**src/verilog/pmceid_pkg.sv**
```systemverilog
// Package for the performance monitor common event identification bank.
// Assumes a single clock domain; imported whole by every design file.
package pmceid_pkg;

    // Register offsets on the external debug interface.
    localparam logic [11:0] PMCEID_OFF_LOW = 12'hE20;
    localparam logic [11:0] PMCEID_OFF_HIGH = 12'hE24;

    // Event numbers, one per bit position; all are in the low register except 8'h20, bit 0 of the high register.
    localparam int PMCEID_EV_SW_INCR = 8'h00;
    localparam int PMCEID_EV_LOAD = 8'h06;
    localparam int PMCEID_EV_STORE = 8'h07;
    localparam int PMCEID_EV_MISALIGNED = 8'h0F;
    localparam int PMCEID_EV_BRANCH_MISPREDICT = 8'h10;
    localparam int PMCEID_EV_CPU_CYCLE = 8'h11;
    localparam int PMCEID_EV_BRANCH_PRED = 8'h12;
    localparam int PMCEID_EV_L2_WRITEBACK = 8'h18;
    localparam int PMCEID_EV_MEM_ERROR = 8'h1A;
    localparam int PMCEID_EV_SPECULATIVE = 8'h1B;
    localparam int PMCEID_EV_TRANSLATION_BASE = 8'h1C;
    localparam int PMCEID_EV_BUS_CYCLE = 8'h1D;
    localparam int PMCEID_EV_CHAIN = 8'h1E;
    localparam int PMCEID_EV_L1_ALLOCATE = 8'h1F;
    localparam int PMCEID_EV_L2_ALLOCATE = 8'h20;

    // Constant contents of the two registers.
    localparam logic [31:0] PMCEID_LOW_VALUE = 32'h7BFF_7F3F;
    localparam logic [31:0] PMCEID_HIGH_VALUE = 32'h0000_0000;

    // Privilege level of a system register access.
    typedef enum logic [1:0] {
        PMCEID_EL_USER = 2'h0,
        PMCEID_EL_KERNEL = 2'h1,
        PMCEID_EL_HYP = 2'h2,
        PMCEID_EL_MONITOR = 2'h3
    } pmceid_el_t;

    // One read or write request from a register path.
    typedef struct packed {
        logic valid;
        logic write;
        logic high_sel;
        pmceid_el_t level;
        logic [31:0] wdata;
    } pmceid_req_t;

    // Answer to a request.
    typedef struct packed {
        logic valid;
        logic error;
        logic [31:0] rdata;
    } pmceid_rsp_t;

    // Debug interface request.
    typedef struct packed {
        logic valid;
        logic write;
        logic [11:0] addr;
        logic [31:0] wdata;
    } pmceid_dbg_req_t;

    // Registered state of the bank.
    typedef struct packed {
        pmceid_rsp_t sys_rsp;
        pmceid_rsp_t dbg_rsp;
    } pmceid_state_t;

endpackage : pmceid_pkg

```
**src/verilog/pmceid_rom.sv**
```systemverilog
// Constant value store for the identification registers.
// Assumes callers select the register; holds no state.
`timescale 1ns/1ps
module pmceid_rom
    import pmceid_pkg::*;
(
    // Selection
    input wire logic high_sel,
    // Contents
    output logic [31:0] value
);

    logic [31:0] low_bits;

    // Each bit is set exactly when the event of that number is implemented.
    for (genvar i = 0; i < 32; i++) begin : g_bit
        assign low_bits[i] = PMCEID_LOW_VALUE[i];
    end

    assign value = high_sel ? PMCEID_HIGH_VALUE : low_bits;

endmodule : pmceid_rom

```
**src/verilog/pmceid_bank.sv**
```systemverilog
// Top of the common event identification register bank.
// Assumes requests are synchronous to sys_clk and one-cycle pulses.
`timescale 1ns/1ps
module pmceid_bank
    import pmceid_pkg::*;
(
    // Clock and reset
    input wire logic sys_clk,
    input wire logic resetn,
    // Access control
    input wire logic user_access_enable_bit,
    // System register paths, 64-bit state and 32-bit coprocessor view
    input wire pmceid_req_t sys_req,
    output pmceid_rsp_t sys_rsp,
    // External debug interface
    input wire pmceid_dbg_req_t dbg_req,
    output pmceid_rsp_t dbg_rsp
);

    pmceid_state_t state_q;
    pmceid_state_t state_d;
    logic [31:0] sys_value;
    logic [31:0] dbg_value;
    logic dbg_hit;
    logic dbg_high;
    logic sys_allowed;
    logic sys_read;
    logic sys_write;
    logic sys_deny;
    logic dbg_read;
    logic dbg_write;
    logic dbg_unmapped;
    logic [31:0] low_bit_ok;
    logic table_ok;

    // Events that the low register reports as absent.
    localparam logic [31:0] PMCEID_ABSENT_MASK =
        (32'h0000_0001 << PMCEID_EV_L1_ALLOCATE) |
        (32'h0000_0001 << PMCEID_EV_MEM_ERROR) |
        (32'h0000_0001 << PMCEID_EV_MISALIGNED) |
        (32'h0000_0001 << PMCEID_EV_STORE) |
        (32'h0000_0001 << PMCEID_EV_LOAD);

    // Cache, TLB, write-back, memory, bus and cycle events.
    localparam logic [31:0] PMCEID_GROUP_MEM_MASK = 32'h23FA_003E;

    // Software, retirement, exception, branch and speculation events.
    localparam logic [31:0] PMCEID_GROUP_INSN_MASK = 32'h1805_7F01;

    // The chaining event, counted only by odd counters.
    localparam logic [31:0] PMCEID_CHAIN_MASK =
        32'h0000_0001 << PMCEID_EV_CHAIN;

    // Compile-time checks of the constant against the event table.
    localparam logic PMCEID_TABLE_OK =
        !PMCEID_LOW_VALUE[PMCEID_EV_L1_ALLOCATE] &&
        !PMCEID_LOW_VALUE[PMCEID_EV_MEM_ERROR] &&
        !PMCEID_LOW_VALUE[PMCEID_EV_MISALIGNED] &&
        !PMCEID_LOW_VALUE[PMCEID_EV_STORE] &&
        !PMCEID_LOW_VALUE[PMCEID_EV_LOAD] &&
        PMCEID_LOW_VALUE[PMCEID_EV_CHAIN] &&
        PMCEID_LOW_VALUE[PMCEID_EV_L2_WRITEBACK] &&
        PMCEID_LOW_VALUE[PMCEID_EV_CPU_CYCLE] &&
        PMCEID_LOW_VALUE[PMCEID_EV_BUS_CYCLE] &&
        PMCEID_LOW_VALUE[PMCEID_EV_SW_INCR] &&
        PMCEID_LOW_VALUE[PMCEID_EV_BRANCH_MISPREDICT] &&
        PMCEID_LOW_VALUE[PMCEID_EV_BRANCH_PRED] &&
        PMCEID_LOW_VALUE[PMCEID_EV_SPECULATIVE] &&
        PMCEID_LOW_VALUE[PMCEID_EV_TRANSLATION_BASE] &&
        !PMCEID_HIGH_VALUE[PMCEID_EV_L2_ALLOCATE - 32] &&
        (PMCEID_HIGH_VALUE[31:1] == 31'h0000_0000);

    // Each bit must be claimed by a present group or by the absent mask, not both, and agree with it.
    // A stale constant then reads as zero instead of a false claim.
    for (genvar b = 0; b < 32; b++) begin : g_audit
        localparam logic PRESENT = PMCEID_GROUP_MEM_MASK[b] ||
            PMCEID_GROUP_INSN_MASK[b] || PMCEID_CHAIN_MASK[b];
        localparam logic ABSENT = PMCEID_ABSENT_MASK[b];
        assign low_bit_ok[b] = (PRESENT != ABSENT) &&
            (PMCEID_LOW_VALUE[b] == PRESENT);
    end

    assign table_ok = PMCEID_TABLE_OK && (&low_bit_ok);

    // Each path has its own store built from the same constants, so the views cannot differ.
    pmceid_rom u_sys_rom (
        .high_sel(sys_req.high_sel),
        .value(sys_value)
    );

    pmceid_rom u_dbg_rom (
        .high_sel(dbg_high),
        .value(dbg_value)
    );

    assign dbg_high = (dbg_req.addr == PMCEID_OFF_HIGH);
    assign dbg_hit = dbg_high || (dbg_req.addr == PMCEID_OFF_LOW);
    assign sys_allowed = (sys_req.level != PMCEID_EL_USER) ||
                         user_access_enable_bit;

    // Request decode on the system register path.
    assign sys_read = sys_req.valid && !sys_req.write;
    assign sys_write = sys_req.valid && sys_req.write;
    assign sys_deny = sys_read && !sys_allowed;

    // Request decode on the debug path.
    assign dbg_read = dbg_req.valid && !dbg_req.write && dbg_hit;
    assign dbg_write = dbg_req.valid && dbg_req.write && dbg_hit;
    assign dbg_unmapped = dbg_req.valid && !dbg_hit;

    always_comb begin
        state_d = '0;
        // System register path.
        state_d.sys_rsp.valid = sys_req.valid;
        // Writes are refused and touch no state.
        if (sys_write) begin
            state_d.sys_rsp.error = 1'b1;
        end
        // User-level reads without the enable are refused.
        if (sys_deny) begin
            state_d.sys_rsp.error = 1'b1;
        end
        if (sys_read && sys_allowed && table_ok) begin
            state_d.sys_rsp.rdata = sys_value;
        end
        // Debug path.
        state_d.dbg_rsp.valid = dbg_req.valid;
        // Unmapped addresses answer with an error.
        if (dbg_unmapped) begin
            state_d.dbg_rsp.error = 1'b1;
        end
        // Mapped writes answer without error and change nothing.
        if (dbg_write) begin
            state_d.dbg_rsp.rdata = 32'h0000_0000;
        end else if (dbg_read && table_ok) begin
            state_d.dbg_rsp.rdata = dbg_value;
        end
    end

    always_ff @(posedge sys_clk or negedge resetn) begin
        if (!resetn) begin
            state_q <= '0;
        end else begin
            state_q <= state_d;
        end
    end

    assign sys_rsp = state_q.sys_rsp;
    assign dbg_rsp = state_q.dbg_rsp;

endmodule : pmceid_bank

```
**config.mk**
```make
export PLATFORM = sky130hd
export DESIGN_NAME = pmceid_bank
export DESIGN_NICKNAME = d
export VERILOG_FILES = /design/src/verilog/pmceid_pkg.sv /design/src/verilog/pmceid_rom.sv /design/src/verilog/pmceid_bank.sv
export SDC_FILE = /design/constraint.sdc
export NUM_CORES = 1
export LEC_CHECK = 0
export BUFFER_PORTS_ARGS = -buffer_cell sky130_fd_sc_hd__buf_2
export CAP_MARGIN = 15
export CORE_MARGIN = 2
export CORE_UTILIZATION = 23
export CTS_CLUSTER_DIAMETER = 100
export DETAILED_ROUTE_END_ITERATION = 7
export PLACE_DENSITY = 0.79
export SLEW_MARGIN = 20
export SYNTH_ARGS = -nofsm -noshare
export SYNTH_HDL_FRONTEND = slang
export SYNTH_SLANG_ARGS = --single-unit
```
**constraint.sdc**
```tcl
create_clock -name sys_clk -period 1.3 [get_ports sys_clk]
set_input_delay 0.13 -clock sys_clk [delete_from_list [all_inputs] [get_ports sys_clk]]
set_output_delay 0.13 -clock sys_clk [all_outputs]
set_load 0.05 [all_outputs]
```
==> summary.md, run 1 <==
| Metric | Value |
|---|---|
| Outcome | `finished, final reports clean` |
| Final Setup Violations | `0` |
| WS Path Type | `flop to output pin` |
| Met2 WL | `625 µm` |
| Synth warn | `0` |
| Unique masters post-synth | `12` |
| Die height | `just under 60 µm` |
| Post-layout util | `0.251` |
| Wire length on met3 | `178 µm` |
| CP peak stage delay | `about 0.53 ns` |
| Worst Path Max Fanout | `27` |
| Placed instance area | `709 µm²` |
| I/O pin total | `around 150` |
| Die area | `around 0.0035 mm²` |
| Core area | `just under 0.003 mm²` |
| CTS tree | `done` |
| Die Width | `59.2 µm` |
| Layout cells sized above 1 | `0.789` |
| Initial core utilization | `0.236` |
| CTS Sinks | `6` |
| First-pass detailed-route iteration total | `2` |
| Register area | `158 µm²` |
| Fin crit period | `1.20 ns` |
| Critical path data required time | `between 1 and 1.5 ns` |
| Synth Register Bits | `6` |
| Area of the multi-input gates | `between 100 and 150 µm²` |
| Most frequent cells in the layout | `buf_2, conb_1, dfrtp_1` |
| Synth Instances | `approximately 80` |
| Post-DR vias/cell | `between 3 and 4` |
| CTS Buf Count | `3` |
| Initial DRC count | `4` |
| Vias in the first global route | `about 360` |
| Hpwl dp | `1.03 mm` |
| Synth-to-Final Area Change | `6.42%` |
| Fin nets | `between 150 and 200` |
| VDD IR-drop max | `roughly 0.00024 V` |
| HP Class | `primary input to flop` |
| WP data arrival | `between 1 and 1.5 ns` |
| Design Power | `657 µW` |
| Final hold vios | `0` |
| Final period util | `0.923` |
| Remaining DRCs | `0` |
| Final instance area | `747 µm²` |
| Slowest CP cell | `dfrtp_4` |
| Final Max Slew Viols | `0` |
| Avg Cell Area, Syn | `8.89 µm²` |
| Num rows | `20` |
| Filler Cell Count | `~320` |
| Most common cell after layout, fill and taps aside | `buf_2` |
| Post-CTS Setup Inserts | `0` |
| Psw | `300 µW` |
| Comb pwr share | `0.447` |
| MaxCap Viol Count | `0` |
| CTS Root Cell | `clkbuf_4` |
| Placer Congestion | `0.639` |
| Crit path buffers/inverters | `1` |
| Mapped Area | `702 µm²` |
| Diode count | `0` |
| WL/cell | `8.29 µm` |
| RSZ-0062 raised after global routing | `no` |
| Kind of start point of the critical path | `flop` |
| Post-synthesis sequential area ratio | `0.214` |
| Total negative slack | `0 ns` |
| Clock share of power | `0.244` |
| Deepest clock path buffer count | `2` |
| Sw Share | `0.457` |
| Highest Clock Rate | `0.833 GHz` |
| Largest net degree at the start of global routing | `28` |
| Leakage | `~0.00054 µW` |
| First-pass GRT wire length | `1.50 mm` |
| Internal Power | `~360 µW` |
| Antenna violations before repair | `0` |
| Clock slew at reported path FFs | `0.04 ns` |
| Antenna Nets Post-Route | `0` |
| Global-route usage over all layers | `0.0610` |
| Via count | `496` |
| IO buf count | `79` |
| Final wirelength | `1.18 mm` |
| Highest routed layer | `met3` |
| Pwr Density | `880 mW/mm²` |
| GRT Residual Overflow | `0` |
| H-tree levels | `1` |
| Wire length on met1 | `around 370 µm` |
| Reg power frac | `0.309` |
| Crit. End Element | `output pin` |
| Crit path cell chain | `buf_2` |
| Cell family with most CP delay | `flip-flops` |
==> power by group through the flow <==
stage          Sequential [µW]  Clock [µW]  Combinational [µW]
3_3_place_gp               205           0                 290
2_1_floorplan              235           0                 256
3_5_place_dp               206           0                 292
4_1_cts                    203         170                 295
6_report                   203         160                 294
5_1_grt                    206         179                 308
==> final cells by class <==
type | instances | area share
tap | 33 | 0.0553
sequential | 6 | 0.211
timing repair buffer | 80 | 0.543
clock buffer | 3 | 0.0302
multi-input combinational | 19 | 0.156
inverter | 1 | 0.00503
==> what timing repair did <==
| item | in CTS | in global routing |
|---|---|---|
| hold buffers | 1 | 0 |
| endpoints found under the hold margin | 6 | 0 |
| setup endpoints to repair | 0 | 54 |
| gates resized for setup | 0 | 2 |
==> synth_stat cells, drive strengths merged <==
cell / n / share of area
buf: 62 / 0.66
dfrtp: 6 / 0.21
nor3b: 2 / 0.021
nor4b: 2 / 0.034
a31oi: 1 / 0.0089
and4: 1 / 0.012
and4bb: 1 / 0.018
conb: 1 / 0.0053
inv: 1 / 0.0053
nor3: 1 / 0.0071
o21a: 1 / 0.011
==> metal layers <==
layer	track usage	up-vias
li1	-	237
met1	0.0508	202
met2	0.119	57
met3	0.0131	0
met4	0.0487	0
met5	0	-
==> cell families (layout without fill, tap and decap cells) <==
logic type,count (synthesis),in the layout,synth area share
other,1,10,0.00534
DFF,6,6,0.214
AOI/OAI and AO/OA,2,2,0.0196
buffers and inverters,63,84,0.668
and+or+nand+nor,7,7,0.0927
==> worst paths after layout <==
path | start | endpoint | slack [ns] | depth (start not counted)
max in group asynchronous | resetn | dbg_rsp[29] | 0.90 | 2
min | dbg_req[45] | dbg_rsp[33] | 0.03 | 1
min in group asynchronous | resetn | sys_rsp[29] | 0.25 | 2
max | sys_rsp[29] | sys_rsp[5] | 0.10 | 1
==> per-stage QoR <==
step,setup slack (ns),hold slack [ns],instances
after floorplan,0.175,-0.166,88
after global placement,0.299,-0.0492,138
after detailed placement,0.277,-0.0461,138
after CTS,0.0154,0.0182,142
after global routing,0.0164,0.0201,142
final,0.100,0.0276,142
==> flip-flops by register name, indices dropped and copies added (netlist names) <==
signal / flops
dbg_rsp: 3
sys_rsp: 3
No activity file was read; power rests on OpenSTA's default activity.
==> inputs of run 2 (changes only) <==
- RECOVER_POWER: unset -> 25
==> run 2 against run 1 <==
  * Design area is 1.7% lower
  * Non-clock buffer count unchanged
  * Critical endpoint is now dbg_rsp[8]
  * Total power down 0.50%
==> summary.md, run 2 (synthesis results as in run 1) <==
| Metric | Value |
|---|---|
| I/O pin total | `154 (unchanged)` |
| Num rows | `20 (unchanged)` |
| Remaining DRCs | `0 (unchanged)` |
| Crit. End Element | `output pin` |
| Cell family with most CP delay | `flip-flops` |
| Diode count | `0 (unchanged)` |
| Crit path buffers/inverters | `1 (unchanged)` |
| Slowest CP cell | `dfrtp_4` |
| Antenna Nets Post-Route | `0 (unchanged)` |
| Setup Slack @ Placement | `0.277 ns (unchanged)` |
| Slew HR | `0.586` |
| WL/cell | `8.39 µm (+1.2%)` |
| Global-route usage over all layers | `0.0610 (unchanged)` |
| Die Width | `59.2 µm (unchanged)` |
| Post-CTS Setup Inserts | `0 (unchanged)` |
| Register area | `158 µm² (unchanged)` |
| Fin nets | `197 (unchanged)` |
| Initial DRC count | `3 (-1)` |
| Design Power | `654 µW (-0.50%)` |
| MaxCap Viol Count | `0 (unchanged)` |
| Placed instance area | `709 µm² (unchanged)` |
| CTS Root Cell | `clkbuf_4` |
| WP data arrival | `1.08 ns (about the same)` |
| Hpwl dp | `1.03 mm (unchanged)` |
| Die height | `59.2 µm (unchanged)` |
| Final setup margin | `0.0919 ns (-0.00817 ns)` |
| Worst Path Max Fanout | `27 (unchanged)` |
| CTS Buf Count | `3 (unchanged)` |
| Most frequent cells in the layout | `buf_2, conb_1, clkbuf_1` |
| H-tree levels | `1 (unchanged)` |
| First-pass GRT wire length | `1.50 mm (unchanged)` |
| Clock slew at reported path FFs | `0.04 ns (about the same)` |
| Final instance area | `734 µm² (-1.7%)` |
| Largest net degree at the start of global routing | `28 (unchanged)` |
| GRT Residual Overflow | `0 (unchanged)` |
| Antenna violations before repair | `0 (unchanged)` |
| Hold_sp | `dbg_req[45]` |
| Critical path data required time | `1.17 ns (about the same)` |
| Post-DR vias/cell | `3.49 (unchanged)` |
| Most common cell after layout, fill and taps aside | `buf_2` |
| CTS Sinks | `6 (unchanged)` |
| Area of the multi-input gates | `110 µm² (-5.4%)` |
| HP Class | `primary input to flop` |
| Worst-Margin Slew | `between 0.6 and 0.7 ns` |
| Highest Clock Rate | `0.828 GHz (-0.68%)` |
| Fin crit period | `1.21 ns (+0.00817 ns)` |
| Via count | `496 (unchanged)` |
| Pwr Density | `890 mW/mm² (+1.2%)` |
| Core area | `0.00298 mm² (unchanged)` |
| Placer Congestion | `0.639 (unchanged)` |
| Filler Cell Count | `317 (unchanged)` |
| Vias in the first global route | `359 (unchanged)` |
| Outcome | `finished, final reports clean` |
| VDD IR-drop max | `0.000241 V (-0.23%)` |
| CP peak stage delay | `0.53 ns (about the same)` |
| Worst setup path startpoint | `dbg_rsp[29]` |
| Die area | `0.00351 mm² (unchanged)` |
| Leakage | `0.000520 µW (-3.1%)` |
| Final Setup Violations | `0 (unchanged)` |
| Final Max Slew Viols | `0 (unchanged)` |
| Final period util | `0.929 (+0.00628)` |
| Total negative slack | `0 ns (unchanged)` |
| Layout cells sized above 1 | `0.734 (-0.0550)` |
| IO buf count | `79 (unchanged)` |
| Crit path cell chain | `clkbuf_2` |
| WS Path Type | `flop to output pin` |
| First-pass detailed-route iteration total | `2 (unchanged)` |
| RSZ-0062 raised after global routing | `no` |
| Initial core utilization | `0.236 (unchanged)` |
| Deepest clock path buffer count | `2 (unchanged)` |
| Kind of start point of the critical path | `flop` |
| Final hold vios | `0 (unchanged)` |
| Final wirelength | `1.19 mm (+1.2%)` |
| Synth-to-Final Area Change | `4.63%` |
| CTS tree | `done` |
[run 2: path summary, 6_finish.rpt]
path                          endpoint  slack (ns)  cells past startpoint
worst max-delay path        dbg_rsp[8]        0.09                      1
worst min-delay path       dbg_rsp[33]        0.04                      1
max in group asynchronous  dbg_rsp[29]        0.76                      2
min in group asynchronous  sys_rsp[29]        0.29                      2
[run 2: cell type report]
type,instances,share of cell area
sequential,6,0.215
inverter,1,0.00511
tap,33,0.0562
clock buffer,3,0.0307
multi-input combinational,19,0.150
timing repair buffer,80,0.543
[run 2: routing by layer]
metal | routed length (µm) | part of all wire | track usage
met2 | 625 | 0.52 | 0.119
met3 | 178 | 0.15 | 0.0131
met1 | 386 | 0.32 | 0.0508
met4 | 0 | 0 | 0.0487
met5 | 0 | 0 | 0
[run 2: per-stage QoR]
stage          hold slack, ns  cells   util
2_1_floorplan          -0.166     88      -
3_3_place_gp          -0.0492    138  0.238
3_5_place_dp          -0.0461    138  0.238
4_1_cts                0.0182    142  0.249
5_1_grt                0.0386    142  0.247
6_report               0.0423    142  0.247
[run 2: power breakdown]
part           switching, µW  internal (µW)  leakage [µW]
Clock                   56.6            104     0.0000138
Combinational            236           54.3      0.000435
Sequential              7.39            196     0.0000714
[run 2: what timing repair did]
action	in CTS	in global routing
endpoints found under the hold margin	6	0
resized for setup	0	2
hold buffers	1	0
endpoints found under the setup margin	0	54
==> inputs of run 3 (changes only) <==
- CELL_PAD_IN_SITES_DETAIL_PLACEMENT: unset -> 0
- CELL_PAD_IN_SITES_GLOBAL_PLACEMENT: unset -> 2
- CORE_UTILIZATION: 23 -> 10
- PLACE_DENSITY: 0.79 -> unset
- PLACE_DENSITY_LB_ADDON: unset -> 0.1
==> run 3 against run 2 <==
  * First-iteration DRC count decreased by 33%
  * Total power increased by 17%
  * Design area increased by 14%
  * Critical path depth unchanged
  * Combinational power about the same
  * Clock power increased by 66%
  * Via count decreased by 0.20%
  * Worst setup slack improved by 0.022 ns
  * Flip-flop and latch count unchanged
  * Sequential share of layout area decreased by 2.6 points
  * Routed wire length increased by 22%
  * Worst hold slack improved by 0.025 ns
  * Critical endpoint is now sys_rsp[11]
  * Largest power group unchanged
==> summary.md, run 3 (synthesis results as in run 1) <==
| Metric | Value |
|---|---|
| Outcome | `finished, final reports clean` |
| Hpwl dp | `1.31 mm (+28%)` |
| Layout cells sized above 1 | `0.734 (unchanged)` |
| WL/cell | `7.07 µm (-16%)` |
| HP Class | `primary input to flop` |
| Remaining DRCs | `0 (unchanged)` |
| GRT Residual Overflow | `0 (unchanged)` |
| Num rows | `30 (+50%)` |
| Fin nets | `197 (unchanged)` |
| WS Path Type | `flop to output pin` |
| Internal Power | `449 µW (+27%)` |
| Crit path buffers/inverters | `1 (unchanged)` |
| Vias in the first global route | `405 (+13%)` |
| CTS tree | `done` |
| Initial DRC count | `2 (-1)` |
| Cell family with most CP delay | `flip-flops` |
| Die area | `0.00771 mm² (+120%)` |
| Via count | `495 (-0.20%)` |
| Die height | `87.8 µm (+48%)` |
| Global-route usage over all layers | `0.0328 (-0.0282)` |
| IO buf count | `79 (unchanged)` |
| Hold Worst Slack | `0.0678 ns (+0.0255 ns)` |
| Final period util | `0.912 (-0.0172)` |
| Antenna violations before repair | `0 (unchanged)` |
| CTS Sinks | `6 (unchanged)` |
| First-pass GRT wire length | `1.91 mm (+28%)` |
| Clock share of power | `0.348 (+0.103)` |
| Psw | `314 µW (+4.7%)` |
| CP peak stage delay | `0.52 ns (about the same)` |
| Critical path data required time | `1.17 ns (about the same)` |
| Die Width | `87.8 µm (+48%)` |
| Crit. End Element | `output pin` |
| Clock slew at reported path FFs | `0.03 ns (about the same)` |
| Worst Hold Path Cells | `1 (unchanged)` |
| Pwr Density | `912 mW/mm² (+2.4%)` |
| Most frequent cells in the layout | `buf_2, conb_1, clkbuf_1` |
| Most common cell after layout, fill and taps aside | `buf_2` |
| Highest Clock Rate | `0.843 GHz (+1.9%)` |
| MaxCap Viol Count | `0 (unchanged)` |
| CTS Buf Count | `3 (unchanged)` |
| Crit path cell chain | `clkbuf_2` |
| Filler Cell Count | `792 (+150%)` |
| Core area | `0.00679 mm² (+130%)` |
| CTS Root Cell | `clkbuf_8` |
| Final hold vios | `0 (unchanged)` |
| Placer Congestion | `0.587 (-8.1%)` |
| Deepest clock path buffer count | `2 (unchanged)` |
| WP data arrival | `1.06 ns (-0.02 ns)` |
| Fin crit period | `1.19 ns (-0.0223 ns)` |
| Total negative slack | `0 ns (unchanged)` |
| Antenna Nets Post-Route | `0 (unchanged)` |
| Worst Path Max Fanout | `27 (unchanged)` |
| Reg power frac | `0.269 (-0.042)` |
| Final Setup Violations | `0 (unchanged)` |
| Synth-to-Final Area Change | `19.3%` |
| Largest net degree at the start of global routing | `28 (unchanged)` |
| Slew HR | `0.588 (+0.00260)` |
| Slowest CP cell | `dfrtp_4` |
| VDD IR-drop max | `0.000149 V (-38%)` |
| I/O pin total | `154 (unchanged)` |
| Final Max Slew Viols | `0 (unchanged)` |
| Sw Share | `0.412 (-0.0469)` |
| Leakage | `0.000527 µW (+1.2%)` |
| Crit path depth | `1 (unchanged)` |
| Diode count | `0 (unchanged)` |
| H-tree levels | `1 (unchanged)` |
| Post-CTS Setup Inserts | `0 (unchanged)` |
| Initial core utilization | `0.103 (-0.132)` |
| Kind of start point of the critical path | `flop` |
| RSZ-0062 raised after global routing | `no` |
| Worst-Margin Slew | `0.620 ns (-0.00392 ns)` |
| Post-DR vias/cell | `2.41 (-31%)` |
| Final wirelength | `1.45 mm (+22%)` |
| Comb pwr share | `0.383 (-0.061)` |
| First-pass detailed-route iteration total | `2 (unchanged)` |
==> run 3: changes by cell type in the layout (fill, tap and decap cells not counted) <==
cell and delta:
clkbuf_4 -3, clkbuf_8 +3, clkbuf_1 +1, clkbuf_2 -1, nor4b_1 -1, nor4b_2 +1
==> run 3: timing repair <==
item	CTS	global route
setup endpoints to repair	0	52
resized for setup	0	2
hold buffers	1	0
endpoints found under the hold margin	6	0
==> run 3: path summary, 6_finish.rpt <==
kind                       slack (ns)         from     endpoint
min in group asynchronous        0.33       resetn  dbg_rsp[33]
setup / recovery                 0.11  sys_rsp[29]  sys_rsp[11]
max in group asynchronous        0.70       resetn  sys_rsp[29]
hold / removal                   0.07  sys_req[36]  sys_rsp[33]
==> run 3: metrics by stage <==
stage | cell area [µm²] | utilization | total power (µW) | setup slack [ns] | std cells
6_report | 837 | 0.123 | 763 | 0.114 | 205
5_1_grt | 837 | 0.123 | 791 | 0.0386 | 205
4_1_cts | 840 | 0.124 | 773 | 0.0394 | 205
3_5_place_dp | 788 | 0.116 | 502 | 0.268 | 201
3_3_place_gp | 788 | 0.116 | 502 | 0.294 | 201
2_1_floorplan | 738 | - | 491 | 0.175 | 88
==> run 3: final cells by class <==
class	instances	area [µm²]	share of cell area
Timing Repair Buffer	80	398	0.475
Multi-Input combinational cell	19	116	0.139
Tap cell	96	120	0.143
Inverter	1	3.75	0.00448
Sequential cell	6	158	0.188
Clock buffer	3	41.3	0.0493
==> run 3: metal layers <==
| layer | wire length [µm] | vias up | track usage | share of wire |
|---|---|---|---|---|
| li1 | - | 238 | - | - |
| met1 | 476 | 206 | 0.0343 | 0.33 |
| met2 | 806 | 51 | 0.0640 | 0.56 |
| met3 | 167 | 0 | 0.00848 | 0.12 |
| met4 | 0 | 0 | 0.00839 | 0 |
| met5 | 0 | - | 0 | 0 |
==> run 3: power by group through the flow <==
| stage | Sequential [µW] | Combinational (µW) | Clock (µW) |
|---|---|---|---|
| floorplan | 235 | 256 | 0 |
| global placement | 207 | 296 | 0 |
| detailed placement | 207 | 294 | 0 |
| CTS | 205 | 297 | 271 |
| global route | 208 | 305 | 279 |
| finish | 205 | 292 | 266 |
